<file path="config.mk">
export PLATFORM = sky130hd
export DESIGN_NAME = stc_self_test_ctrl
export DESIGN_NICKNAME = d
export VERILOG_FILES = /design/src/include/stc_pkg.sv /design/src/rtl/stc_self_test_ctrl.sv /design/src/rtl/stc_flasher.sv /design/src/rtl/stc_key_check.sv
export SDC_FILE = /design/constraint.sdc
export NUM_CORES = 1
export LEC_CHECK = 0
export ABC_AREA = 1
export BUFFER_PORTS_ARGS = -buffer_cell sky130_fd_sc_hd__buf_2
export CORE_AREA = 4 4 440 442
export DETAILED_ROUTE_END_ITERATION = 10
export DIE_AREA = 0 0 444 446
export GPL_TIMING_DRIVEN = 0
export REMOVE_ABC_BUFFERS = 1
export SYNTH_ARGS = -nofsm -noshare
export SYNTH_HDL_FRONTEND = slang
export SYNTH_SLANG_ARGS = --single-unit
</file>
<file path="constraint.sdc">
create_clock -name clk_sys -period 12.8 [get_ports clk_sys]
set_input_delay 0.64 -clock clk_sys [delete_from_list [all_inputs] [get_ports clk_sys]]
set_output_delay 0.64 -clock clk_sys [all_outputs]
set_load 0.03 [all_outputs]
</file>
<file path="src/include/stc_pkg.sv">
package stc_pkg;
	// Clock and LED flash timing
	localparam int CLK_HZ        = 125_000_000;
	localparam int OK_FLASH_HZ   = 3;
	localparam int ERR_FLASH_HZ  = 16;
	// Half period of each flash, in clock cycles (round down)
	localparam int OK_HALF_CYC   = CLK_HZ / (2 * OK_FLASH_HZ);
	localparam int ERR_HALF_CYC  = CLK_HZ / (2 * ERR_FLASH_HZ);
	localparam int FLASH_CNT_W   = 25;

	// Power-up tests, one index each, run in this order
	localparam int POST_COUNT    = 9;
	localparam int POST_IDX_W    = 4;
	localparam logic [POST_IDX_W-1:0] POST_FW_HASH   = 4'h0;
	localparam logic [POST_IDX_W-1:0] POST_LAST      = 4'h8;

	// Conditional tests, one bit each
	localparam int COND_COUNT    = 4;
	localparam int COND_DRBG     = 0;
	localparam int COND_ENTROPY  = 1;
	localparam int COND_FW_LOAD  = 2;
	localparam int COND_SECRETS  = 3;

	localparam int KEY_W         = 256;
	localparam int ROLE_W        = 2;
	localparam logic [ROLE_W-1:0] ROLE_NONE = 2'h0;

	typedef enum logic [4:0] {
		STC_RESET  = 5'h01,
		STC_POST   = 5'h02,
		STC_READY  = 5'h04,
		STC_ZERO   = 5'h08,
		STC_ERROR  = 5'h10
	} stc_state_t;
endpackage

</file>
<file path="src/rtl/stc_self_test_ctrl.sv">
`timescale 1ns/1ps
module stc_self_test_ctrl #(
	parameter int OK_HALF  = stc_pkg::OK_HALF_CYC,
	parameter int ERR_HALF = stc_pkg::ERR_HALF_CYC,
	parameter logic [15:0] FW_VERSION = 16'h0001 // Arbitrary value
) (
	input  wire logic                        clk_sys,
	input  wire logic                        reset,
	// Power-up test engine handshake
	output logic                             postStart,
	output logic [stc_pkg::POST_IDX_W-1:0]   postIndex,
	input  wire logic                        postDone,
	input  wire logic                        postPass,
	// Conditional test results, pulse per failure
	input  wire logic [stc_pkg::COND_COUNT-1:0] condFail,
	input  wire logic                        condBusy,
	// Zeroization
	input  wire logic                        zeroReq,
	input  wire logic                        zeroDone,
	// Authentication
	input  wire logic                        authOk,
	input  wire logic [stc_pkg::ROLE_W-1:0]  authRole,
	input  wire logic                        logout,
	input  wire logic                        pwEncrypted,
	input  wire logic                        pwValid,
	output logic                             pwRefused,
	output logic [stc_pkg::ROLE_W-1:0]       activeRole,
	output logic                             serviceGrant,
	// Service request
	input  wire logic                        svcReq,
	input  wire logic                        svcProcessed,
	input  wire logic                        svcSecret,
	// Data path
	input  wire logic                        dataValid,
	input  wire logic [31:0]                 dataIn,
	output logic                             dataOutValid,
	output logic [31:0]                      dataOut,
	// Key generation and XTS key check
	input  wire logic                        keyGenValid,
	input  wire logic [stc_pkg::KEY_W-1:0]   genBits,
	output logic [stc_pkg::KEY_W-1:0]        symKey,
	input  wire logic                        xtsCheck,
	input  wire logic [stc_pkg::KEY_W-1:0]   xtsKeyA,
	input  wire logic [stc_pkg::KEY_W-1:0]   xtsKeyB,
	output logic                             xtsDone,
	output logic                             xtsAccept,
	// Firmware load
	input  wire logic                        fwLoadDone,
	input  wire logic                        fwSigOk,
	output logic                             fwExecEnable,
	// Host status and version
	input  wire logic                        versionReq,
	output logic                             versionValid,
	output logic [15:0]                      versionOut,
	output logic                             hostSelfTestOk,
	output logic                             errorFlag,
	output logic                             cryptoEnable,
	output logic                             statusLed
);
	stc_pkg::stc_state_t state;
	stc_pkg::stc_state_t next_state;
	logic [stc_pkg::POST_IDX_W-1:0] next_postIndex;
	logic next_postStart;
	logic next_hostSelfTestOk;
	logic next_errorFlag;
	logic next_cryptoEnable;
	logic [stc_pkg::ROLE_W-1:0] next_activeRole;
	logic next_serviceGrant;
	logic next_pwRefused;
	logic next_dataOutValid;
	logic [31:0] next_dataOut;
	logic [stc_pkg::KEY_W-1:0] next_symKey;
	logic next_fwExecEnable;
	logic next_versionValid;
	logic [15:0] next_versionOut;
	logic outOpen;
	logic ledOn;
	logic ledFast;
	logic keyDone;
	logic keyAccept;

	always_comb
	begin
		next_state          = state;
		next_postIndex      = postIndex;
		next_postStart      = 1'b0;
		next_hostSelfTestOk = hostSelfTestOk;
		next_errorFlag      = errorFlag;
		unique case (state)
			stc_pkg::STC_RESET:
			begin
				next_state     = stc_pkg::STC_POST;
				next_postIndex = stc_pkg::POST_FW_HASH;
				next_postStart = 1'b1;
			end
			stc_pkg::STC_POST:
				if (postDone)
				begin
					if (!postPass)
						next_state = stc_pkg::STC_ERROR;
					else if (postIndex == stc_pkg::POST_LAST)
					begin
						next_state          = stc_pkg::STC_READY;
						next_hostSelfTestOk = 1'b1;
					end
					else
					begin
						next_postIndex = postIndex + 1'b1;
						next_postStart = 1'b1;
					end
				end
			stc_pkg::STC_READY:
				if (|condFail || (fwLoadDone && !fwSigOk))
					next_state = stc_pkg::STC_ERROR;
				else if (zeroReq)
					next_state = stc_pkg::STC_ZERO;
			stc_pkg::STC_ZERO:
				if (|condFail)
					next_state = stc_pkg::STC_ERROR;
				else if (zeroDone)
					next_state = stc_pkg::STC_READY;
			stc_pkg::STC_ERROR:
				next_state = stc_pkg::STC_ERROR;
			default:
				next_state = stc_pkg::STC_ERROR;
		endcase
		if (next_state == stc_pkg::STC_ERROR)
		begin
			next_errorFlag      = 1'b1;
			next_hostSelfTestOk = 1'b0;
		end
	end

	always_ff @(posedge clk_sys or posedge reset)
		if (reset)
		begin
			state          <= stc_pkg::STC_RESET;
			postIndex      <= '0;
			postStart      <= 1'b0;
			hostSelfTestOk <= 1'b0;
			errorFlag      <= 1'b0;
		end
		else
		begin
			state          <= next_state;
			postIndex      <= next_postIndex;
			postStart      <= next_postStart;
			hostSelfTestOk <= next_hostSelfTestOk;
			errorFlag      <= next_errorFlag;
		end

	// Any role other than none counts as a logged-in operator
	function automatic logic roleActive(input logic [stc_pkg::ROLE_W-1:0] role);
		return role != stc_pkg::ROLE_NONE;
	endfunction

	// Output gate: only in ready, no conditional test running
	assign outOpen = (state == stc_pkg::STC_READY) && !condBusy && (next_state == state);

	always_comb
	begin
		next_activeRole   = activeRole;
		next_pwRefused    = 1'b0;
		next_cryptoEnable = (next_state == stc_pkg::STC_READY);
		if (next_state != stc_pkg::STC_READY || logout)
			next_activeRole = stc_pkg::ROLE_NONE;
		else if (pwValid && !pwEncrypted)
			next_pwRefused = 1'b1;
		else if (authOk && pwEncrypted)
			next_activeRole = authRole;
		next_serviceGrant = svcReq && next_cryptoEnable && svcProcessed
			&& (!svcSecret || roleActive(activeRole));
		next_dataOutValid = dataValid && outOpen && roleActive(activeRole);
		next_dataOut      = next_dataOutValid ? dataIn : '0;
		next_symKey       = (keyGenValid && outOpen) ? genBits : symKey;
		next_fwExecEnable = fwExecEnable;
		if (fwLoadDone)
			next_fwExecEnable = fwSigOk && outOpen;
		if (next_state == stc_pkg::STC_ERROR)
			next_fwExecEnable = 1'b0;
		next_versionValid = versionReq && !errorFlag;
		next_versionOut   = next_versionValid ? FW_VERSION : '0;
	end

	always_ff @(posedge clk_sys or posedge reset)
		if (reset)
		begin
			activeRole   <= stc_pkg::ROLE_NONE;
			pwRefused    <= 1'b0;
			cryptoEnable <= 1'b0;
			serviceGrant <= 1'b0;
			dataOutValid <= 1'b0;
			dataOut      <= '0;
			symKey       <= '0;
			fwExecEnable <= 1'b0;
			versionValid <= 1'b0;
			versionOut   <= '0;
		end
		else
		begin
			activeRole   <= next_activeRole;
			pwRefused    <= next_pwRefused;
			cryptoEnable <= next_cryptoEnable;
			serviceGrant <= next_serviceGrant;
			dataOutValid <= next_dataOutValid;
			dataOut      <= next_dataOut;
			symKey       <= next_symKey;
			fwExecEnable <= next_fwExecEnable;
			versionValid <= next_versionValid;
			versionOut   <= next_versionOut;
		end

	assign ledOn   = hostSelfTestOk || errorFlag;
	assign ledFast = errorFlag;

	stc_flasher #(
		.OK_HALF  (OK_HALF),
		.ERR_HALF (ERR_HALF)
	) u_flash (
		.clk_sys (clk_sys),
		.reset   (reset),
		.enable  (ledOn),
		.fast    (ledFast),
		.led     (statusLed)
	);

	stc_key_check u_key (
		.clk_sys (clk_sys),
		.reset   (reset),
		.check   (xtsCheck),
		.keyA    (xtsKeyA),
		.keyB    (xtsKeyB),
		.done    (keyDone),
		.accept  (keyAccept)
	);

	always_ff @(posedge clk_sys or posedge reset)
		if (reset)
		begin
			xtsDone   <= 1'b0;
			xtsAccept <= 1'b0;
		end
		else
		begin
			xtsDone   <= keyDone;
			xtsAccept <= keyAccept;
		end

	// Output gating
	a_gate_error: assert property (@(posedge clk_sys) disable iff (reset)
		errorFlag |-> !dataOutValid)
		else $error("Data out during error");
	a_gate_state: assert property (@(posedge clk_sys) disable iff (reset)
		state != stc_pkg::STC_READY |=> !dataOutValid)
		else $error("Data out outside ready");
	a_gate_busy: assert property (@(posedge clk_sys) disable iff (reset)
		condBusy |=> !dataOutValid)
		else $error("Data out during conditional test");
	a_data_auth: assert property (@(posedge clk_sys) disable iff (reset)
		!roleActive(activeRole) |=> !dataOutValid)
		else $error("Data out without login");

	// Error handling and power-up sequence
	a_error_services: assert property (@(posedge clk_sys) disable iff (reset)
		errorFlag |-> !cryptoEnable && !serviceGrant)
		else $error("Service in error");
	a_error_latched: assert property (@(posedge clk_sys) disable iff (reset)
		errorFlag |=> errorFlag)
		else $error("Error left");
	a_crypto_ready: assert property (@(posedge clk_sys) disable iff (reset)
		cryptoEnable == (state == stc_pkg::STC_READY))
		else $error("Crypto enable outside ready");
	a_post_fail: assert property (@(posedge clk_sys) disable iff (reset)
		state == stc_pkg::STC_POST && postDone && !postPass |=> errorFlag)
		else $error("Post failure missed");
	a_cond_fail: assert property (@(posedge clk_sys) disable iff (reset)
		state == stc_pkg::STC_READY && |condFail |=> errorFlag)
		else $error("Conditional failure missed");
	a_fw_error: assert property (@(posedge clk_sys) disable iff (reset)
		state == stc_pkg::STC_READY && fwLoadDone && !fwSigOk |=> errorFlag)
		else $error("Unsigned firmware not trapped");
	a_ok_not_error: assert property (@(posedge clk_sys) disable iff (reset)
		hostSelfTestOk |-> !errorFlag)
		else $error("Pass and error together");
	a_pass_ok: assert property (@(posedge clk_sys) disable iff (reset)
		$rose(hostSelfTestOk) |-> $past(postIndex) == stc_pkg::POST_LAST)
		else $error("Pass before all tests");
	a_post_order: assert property (@(posedge clk_sys) disable iff (reset)
		state == stc_pkg::STC_POST && postDone && postPass && postIndex != stc_pkg::POST_LAST
		|=> postStart && postIndex == $past(postIndex) + 1'b1)
		else $error("Power-up tests out of order");

	// Authentication and services
	a_auth_drop: assert property (@(posedge clk_sys) disable iff (reset)
		errorFlag |-> activeRole == stc_pkg::ROLE_NONE)
		else $error("Role kept in error");
	a_role_fresh: assert property (@(posedge clk_sys) disable iff (reset)
		$changed(activeRole) && roleActive(activeRole)
		|-> $past(authOk) && $past(pwEncrypted))
		else $error("Role changed without login");
	a_no_plain_pw: assert property (@(posedge clk_sys) disable iff (reset)
		pwValid && !pwEncrypted && next_state == stc_pkg::STC_READY && !logout |=> pwRefused)
		else $error("Plaintext password not refused");
	a_secret_auth: assert property (@(posedge clk_sys) disable iff (reset)
		svcSecret && !roleActive(activeRole) |=> !serviceGrant)
		else $error("Secret service without login");
	a_bypass: assert property (@(posedge clk_sys) disable iff (reset)
		!svcProcessed |=> !serviceGrant)
		else $error("Service granted without processing");
	a_version_reply: assert property (@(posedge clk_sys) disable iff (reset)
		versionReq && !errorFlag |=> versionValid && versionOut == FW_VERSION)
		else $error("Version not reported");

	// Keys and firmware
	a_key_equal: assert property (@(posedge clk_sys) disable iff (reset)
		xtsCheck && xtsKeyA == xtsKeyB |-> ##2 xtsDone && !xtsAccept)
		else $error("Equal keys accepted");
	a_key_copy: assert property (@(posedge clk_sys) disable iff (reset)
		keyGenValid && outOpen |=> symKey == $past(genBits))
		else $error("Generated key altered");
	a_fw_unsigned: assert property (@(posedge clk_sys) disable iff (reset)
		fwLoadDone && !fwSigOk |=> !fwExecEnable)
		else $error("Unsigned firmware enabled");

	c_reach_ready: cover property (@(posedge clk_sys) $rose(hostSelfTestOk));
	c_reach_error: cover property (@(posedge clk_sys) $rose(errorFlag));
	c_data_out: cover property (@(posedge clk_sys) dataOutValid);
	c_zeroize: cover property (@(posedge clk_sys) state == stc_pkg::STC_ZERO);
	c_key_reject: cover property (@(posedge clk_sys) xtsDone && !xtsAccept);
endmodule // stc_self_test_ctrl

</file>
<file path="src/rtl/stc_flasher.sv">
`timescale 1ns/1ps
// Square wave generator; half period chosen by input
module stc_flasher #(
	parameter int OK_HALF  = stc_pkg::OK_HALF_CYC,
	parameter int ERR_HALF = stc_pkg::ERR_HALF_CYC
) (
	input  wire logic clk_sys,
	input  wire logic reset,
	input  wire logic enable,
	input  wire logic fast,
	output logic      led
);
	logic [stc_pkg::FLASH_CNT_W-1:0] count;
	logic [stc_pkg::FLASH_CNT_W-1:0] next_count;
	logic                            next_led;
	logic [stc_pkg::FLASH_CNT_W-1:0] limit;

	always_comb
	begin
		limit      = fast ? stc_pkg::FLASH_CNT_W'(ERR_HALF - 1)
		                  : stc_pkg::FLASH_CNT_W'(OK_HALF - 1);
		next_count = count;
		next_led   = led;
		if (!enable)
		begin
			next_count = '0;
			next_led   = 1'b0;
		end
		else if (count >= limit)
		begin
			next_count = '0;
			next_led   = ~led;
		end
		else
			next_count = count + 1'b1;
	end

	always_ff @(posedge clk_sys or posedge reset)
		if (reset)
		begin
			count <= '0;
			led   <= 1'b0;
		end
		else
		begin
			count <= next_count;
			led   <= next_led;
		end
endmodule // stc_flasher

</file>
<file path="src/rtl/stc_key_check.sv">
`timescale 1ns/1ps
// Full width inequality check of an XTS key pair
module stc_key_check #(
	parameter int KW = stc_pkg::KEY_W
) (
	input  wire logic          clk_sys,
	input  wire logic          reset,
	input  wire logic          check,
	input  wire logic [KW-1:0] keyA,
	input  wire logic [KW-1:0] keyB,
	output logic               done,
	output logic               accept
);
	logic next_done;
	logic next_accept;

	always_comb
	begin
		next_done   = check;
		next_accept = check && (keyA != keyB);
	end

	always_ff @(posedge clk_sys or posedge reset)
		if (reset)
		begin
			done   <= 1'b0;
			accept <= 1'b0;
		end
		else
		begin
			done   <= next_done;
			accept <= next_accept;
		end
endmodule // stc_key_check

</file>
# [After elaboration in Yosys (flattened, before gate mapping)]
# Index checks and enable logic that the tools add are counted.
# W data, S select, Z words.
[op_classes] multipliers=0 reduce_logical=35 shift=0 eq_ne=15 magnitude_cmp=1 bitwise_logic=1 n_div=0 muxes=35 n_addsub=2
[ops] cell="$ne A256 B256 Y1" count=1
[ops] cell="$mux W25" count=3
[ops] cell="$mux W5" count=7
[ops] cell="$mux W32" count=1
[ops] cell="$add A25 B1 Y25 const B" count=1
[ops] cell="$ge A25 B25 Y1" count=1
[ops] cell="$pmux W5 S4" count=1
[ops] cell="$reduce_bool A2 Y1" count=8
[ops] cell="$mux W1" count=15
[ops] cell="$logic_and A1 B1 Y1" count=14
[ops] cell="$mux W4" count=3
[ops] cell="$eq A5 B3 Y1 const B" count=2
[ops] cell="$ne A2 B2 Y1 const B" count=5
[ops] cell="$pmux W4 S2" count=1
[ops] cell="$reduce_and A4 Y1" count=2
[ops] cell="$mux W2" count=3
[ops] cell="$eq A5 B1 Y1 const B" count=1
[ops] cell="$eq A5 B2 Y1 const B" count=1
[ops] cell="$eq A5 B4 Y1 const B" count=1
[ops] cell="$eq A5 B5 Y1" count=1
[ops] cell="$eq A5 B5 Y1 const B" count=1
[ops] cell="$logic_not A1 Y1" count=5
[ops] cell="$ne A5 B3 Y1 const B" count=1
[ops] cell="$add A4 B1 Y4 const B" count=1
[ops] cell="6 further kinds" count=9
[word_totals] elab_cells=110 mem_count=0 mem_bits_ro=0 latchBits=0 reg_bits=339 ram_bits=0 input_bits=826 out_inout_bits=322

# [Depth between registers and ports, before layout]
[logic_depth] depth_word=10 mapped_depth=12 mapped_depth_nobuf=12

# [Hierarchy]
# Synthesis repeated with hierarchy kept, for this count alone.
[hier_totals] cells_unflattened=3086 area_unflattened_um2=21216.6
[modules_own_cells] mod="stc_self_test_ctrl" seq_area_each_um2=7758.7 area_each_um2=15675.0 cells_each=2160 n_inst=1
[modules_own_cells] mod="stc_key_check" seq_area_each_um2=50.0 area_each_um2=3671.0 cells_each=680 n_inst=1
[modules_own_cells] mod="stc_flasher" seq_area_each_um2=650.6 area_each_um2=1870.5 cells_each=246 n_inst=1

# [Worst setup path after synthesis]
# OpenSTA, ideal clock, no wires.
[synth_path] kind="register -> register" startpoint="register errorFlag" endpoint="register u_flash.count[19] (netlist name)" arrival_ns=2.416 setup_ns=0.132 path_buffers=1 stages_incl_launch_ff=12 path_slack_ns=10.252 required_ns=12.668 synth_period_minus_slack_ns=2.548 path_cell_list="dfrtp_1 inv_1 ha_1 inv_1 nor3b_1 nor3b_1 nand2_1 nand2_1 nand2_1 nand2_1 clkbuf_1 nor2_1"
[synth_between] elab_chain_cells=4 word_cells_on_any_way=5 classes_between="order compare (1); mux (3); reduce/logical (1)"
[synth_lines] element="from (decl)" line="stc_self_test_ctrl.sv:56" text="output logic errorFlag,"
[synth_lines] element="from (signal assigned)" line="stc_self_test_ctrl.sv:149" text="errorFlag <= next_errorFlag;"
[synth_lines] element="$mux W25" line="stc_flasher.sv:20" text="limit = fast ? stc_pkg::FLASH_CNT_W'(ERR_HALF - 1)"
[synth_lines] element="$ge A25 B25 Y1" line="stc_flasher.sv:29" text="else if (count >= limit)"
[synth_lines] element="$mux W25" line="stc_flasher.sv:29"
[synth_lines] element="$mux W25 (*)" line="stc_flasher.sv:24" text="if (!enable)"
[synth_lines] element="via u_flash.next_count, one bit" line="stc_flasher.sv:14" text="logic [stc_pkg::FLASH_CNT_W-1:0] next_count;"
[synth_lines] element="to (signal assigned)" line="stc_flasher.sv:46" text="count <= next_count;"
[synth_lines] element="to (decl)" line="stc_flasher.sv:13" text="logic [stc_pkg::FLASH_CNT_W-1:0] count;"
# Mark *: on every way through the listed nets, which the timed path passes. The rest lies on a longest branch.
# A chain may end at the register's enable or synchronous reset.

# [Final worst setup path]
[layout_path] startpoint="register state[2]" endpoint="register symKey[234] (netlist name)"
[layout_between] elab_chain_cells=7 word_cells_on_any_way=16 classes_between="eq/ne (5); mux (8); reduce/logical (3)"
[layout_lines] element="from (decl)" line="stc_self_test_ctrl.sv:60" text="stc_pkg::stc_state_t state;"
[layout_lines] element="from (signal assigned)" line="stc_self_test_ctrl.sv:137" text="state <= stc_pkg::STC_RESET;"
[layout_lines] element="from (signal assigned)" line="stc_self_test_ctrl.sv:145" text="state <= next_state;"
[layout_lines] element="$mux W5" line="stc_self_test_ctrl.sv:101" text="else if (postIndex == stc_pkg::POST_LAST)"
[layout_lines] element="$mux W5" line="stc_self_test_ctrl.sv:99" text="if (!postPass)"
[layout_lines] element="$mux W5" line="stc_self_test_ctrl.sv:97" text="if (postDone)"
[layout_lines] element="$pmux W5 S4" line="stc_self_test_ctrl.sv:89" text="unique case (state)"
[layout_lines] element="$eq A5 B5 Y1" line="stc_self_test_ctrl.sv:158" text="assign outOpen = (state == stc_pkg::STC_READY) && !condBusy && (next_state == state);"
[layout_lines] element="$logic_and A1 B1 Y1 (*)" line="stc_self_test_ctrl.sv:158"
[layout_lines] element="$logic_and A1 B1 Y1 (*)" line="stc_self_test_ctrl.sv:175" text="next_symKey = (keyGenValid && outOpen) ? genBits : symKey;"
[layout_lines] element="to (signal assigned)" line="stc_self_test_ctrl.sv:207" text="symKey <= next_symKey;"
[layout_lines] element="to (decl)" line="stc_self_test_ctrl.sv:41" text="output logic [stc_pkg::KEY_W-1:0] symKey,"
# Mark *: on every way between the ends. The rest lies on a longest branch, timed or not.

==> results.yml <==
synthesis:
  synthDominantCellAreaShare: 0.436
  syn_avg_cell_area_um2: 6.98
  synthMuxAreaShare: 0
  synthAdderAreaFrac: 0.0123
  synth.cell_area_mm2: 0.0193
  postSynth.asyncResetShare: 1.00
  count_of_different_cell_masters_after_synthesis: 31
  ys_warns: 0
  synth.yosys.seq_area_share: 0.438
  synth_xor_area_frac: 0.100
  synth_enable_flop_cells: 0
  post_synth_and_or_nand_nor_area_fraction: 0.278
  yosys_register_bits: 338
  synth-compound-area-share: 0.00977
  most_area_hungry_cell_type_in_the_yosys_netlist: "sky130_fd_sc_hd__dfrtp_1"
  synth_area_leaders: "sky130_fd_sc_hd__dfrtp_1 44%, sky130_fd_sc_hd__nor2_1 14%, sky130_fd_sc_hd__inv_1 13%"
  largest_family_of_logic_cells_by_synthesized_area: "simple AND/OR/NAND/NOR gates"
  post_synth_inst_count: 2772
  ys.flop_type: "sky130_fd_sc_hd__dfrtp_1"
routing:
  routed_wire_length_per_instance_um: 18.0
  avgViaCountPerCell: 3.05
  dr_total_vias: 19815
  detail-route-antenna-nets: 0
  dr.pass1.iters: 5
  detailedRoute.firstIterationViolations: 1202
  drc_errors: 0
  totalWireLength_um: 117000
finish:
  num-nets-final: 4744
  fillers: 21951
  area_of_the_multi_input_gates_mm2: 0.00780
  instances_no_fill: 6489
  layout.cells.most_common_list: "1,132 x sky130_fd_sc_hd__buf_2, 701 x sky130_fd_sc_hd__nor2_1, 690 x sky130_fd_sc_hd__inv_1"
  syn2layout_area_growth_pct: 52.3
  final_common_cell: "sky130_fd_sc_hd__buf_2"
  layout.core_utilization: 0.155
  fraction_of_layout_instances_using_a_drive_strength_above_1: 0.309
  finish.instance_area_mm2: 0.0294
  regArea_mm2: 0.00846
pwr:
  ir_worst_vdd_v: 0.0000794
  power.leakage_uw: 0.0172
  power-per-cell-area_mw_per_mm2: 93.6
  fin_total_pwr_uw: 2760
min_path:
  worst_hold_path_type: "input pin to flip-flop"
timing:
  max_freq_mhz: 264
  slew_viol_final: 0
  rsz0062_at_grt: "false"
  worst_pin_slew_ns: 0.809
  max-slew-margin-rel: 0.459
  finalHoldViolCount: 0
  clock-skew-final_ns: 0.0246
  setup_viol: 0
  timing.final.crit_period_ns: 3.79
  timing.final.crit_share: 0.296
  final.setup.tns_ns: 0
placed_design:
  place.port_buffers: 1132
  dpl-instance-area_mm2: 0.0280
  routabilityCongestion: 1.00
  place.detailed.hpwl_um: 103000
  dp.cells: 6366
cts:
  clock-root-buffer: "sky130_fd_sc_hd__clkbuf_16"
  cts_buffers: 41
  cts_max_path_buffers: 3
  ctsHtreeMaxLevel: 2
  tritoncts_clock_tree: "done"
  number_of_instances_resized_during_post_cts_repair: 0
  cts.reportedPaths.clkPinSlew_ns: 0.06
  cts_sinks: 338
  worst_skew_pair.late_latency_ns: 0.60
  cts_setup_buffers: 0
setup_path:
  critPathMaxFanout: 67
  path_class: "flip-flop to flip-flop"
  worst-endpoint-required_ns: 13.25
  critical_path_data_arrival_time_ns: 4.24
  nature_of_the_critical_path_startpoint: "flip-flop"
  timing.critical_path.to_type: "flip-flop"
grt:
  gr_overflow_total: 0
  first_global_vias: 18254
  grt_start_max_net_pins: 107
  antenna_found_initial: 126
  globalRouteTotalUtil: 0.111
  grt_pass1_wl_um: 151000
floorplan:
  io_pins: 1148
  die_x_um: 444
  design.die.area_mm2: 0.198
  core_region_area_mm2: 0.190
  fp.dieH_um: 446
  initial_core_util: 0.102
  rows: 160
job:
  max_capacitance_violation_count: 0
status:
  run_status: "complete, no violations"
-- metrics by stage --
step / setup WS, ns / hold slack, ns
final: 9.01 / 0.200
after global routing: 8.78 / 0.160
after CTS: 9.06 / 0.129
after detailed placement: 8.83 / 0.338
after global placement: -3.38 / 0.332
after floorplan: 2.80 / 0.331
-- critical path: stages, from the launching register on --
cell and delay (ns):
sky130_fd_sc_hd__dfrtp_1 0.43, sky130_fd_sc_hd__nor2_1 0.20, sky130_fd_sc_hd__nand3_1 0.18, sky130_fd_sc_hd__nand2_1 0.11, sky130_fd_sc_hd__nor2_1 0.06, sky130_fd_sc_hd__o21ai_1 0.28
sky130_fd_sc_hd__nand4_4 0.31, sky130_fd_sc_hd__buf_12 0.31, sky130_fd_sc_hd__buf_12 0.21, sky130_fd_sc_hd__buf_12 0.22, sky130_fd_sc_hd__buf_16 0.20, sky130_fd_sc_hd__buf_16 0.23
sky130_fd_sc_hd__buf_16 0.24, sky130_fd_sc_hd__nor2_1 0.38, sky130_fd_sc_hd__nor2_1 0.10
-- kinds of logic after synthesis --
family,after synthesis
XOR/XNOR,221
AO/OA/AOI/OAI,33
AND/OR/NAND/NOR,1392
adder cells (fa/ha/maj),19
flip-flops,338
buffers and inverters,768
other,1
-- cell usage after synthesis, types with 10 or more instances --
cell type                 count
sky130_fd_sc_hd__buf_2       34
sky130_fd_sc_hd__a21oi_1     11
sky130_fd_sc_hd__ha_1        19
sky130_fd_sc_hd__inv_1      691
sky130_fd_sc_hd__nand4_1     20
sky130_fd_sc_hd__buf_4       18
sky130_fd_sc_hd__nand3_1     23
sky130_fd_sc_hd__buf_6       20
sky130_fd_sc_hd__xor2_1      13
sky130_fd_sc_hd__nand2_1    623
sky130_fd_sc_hd__dfrtp_1    337
sky130_fd_sc_hd__xnor2_1    208
sky130_fd_sc_hd__nor3_1      10
sky130_fd_sc_hd__nor2_1     701
-- routing by layer --
layer,track usage,share of wire
met1,0.105,0.33
met2,0.215,0.53
met3,0.0353,0.074
met4,0.0549,0.068
met5,0,0.0038
-- what timing repair did --
item / in CTS / in global routing
endpoints found under the setup margin: 0 / 0
endpoints found under the hold margin: 34 / 0
hold buffers: 1 / 0
-- cell type report --
cell class,instances,share of cell area
clock inverters,12,0.00523
clock buffers,62,0.0402
repair buffers,1146,0.203
multi-input cells,1681,0.265
diodes,48,0.00408
well taps,2511,0.107
inverters,691,0.0883
flip-flops and latches,338,0.287
-- path summary, 6_finish.rpt --
path,startpoint,to,slack (ns),depth (start not counted)
setup / recovery,state[2],symKey[234],9.01,14
hold / removal,xtsCheck,u_key.done,0.20,1
setup reg to reg,state[2],symKey[234],9.01,14
hold reg to reg,u_key.accept,xtsAccept,0.33,0
max in group asynchronous,reset,u_key.accept,10.65,5
min in group asynchronous,reset,symKey[81],0.58,3
-- state kept, by name (all words and copies together) (netlist names), 2 cells and up --
signal and flops:
activeRole 2, dataOut 32, postIndex 4, state 5, symKey 256, u_flash.count 25
-- report_power, final --
part           leakage [uW]  switching (uW)  internal, uW
Sequential          0.00355            16.9          1100
Clock              0.000643             501           669
Combinational        0.0131             272           195
Note: power is estimated with default switching activity, not from simulation.
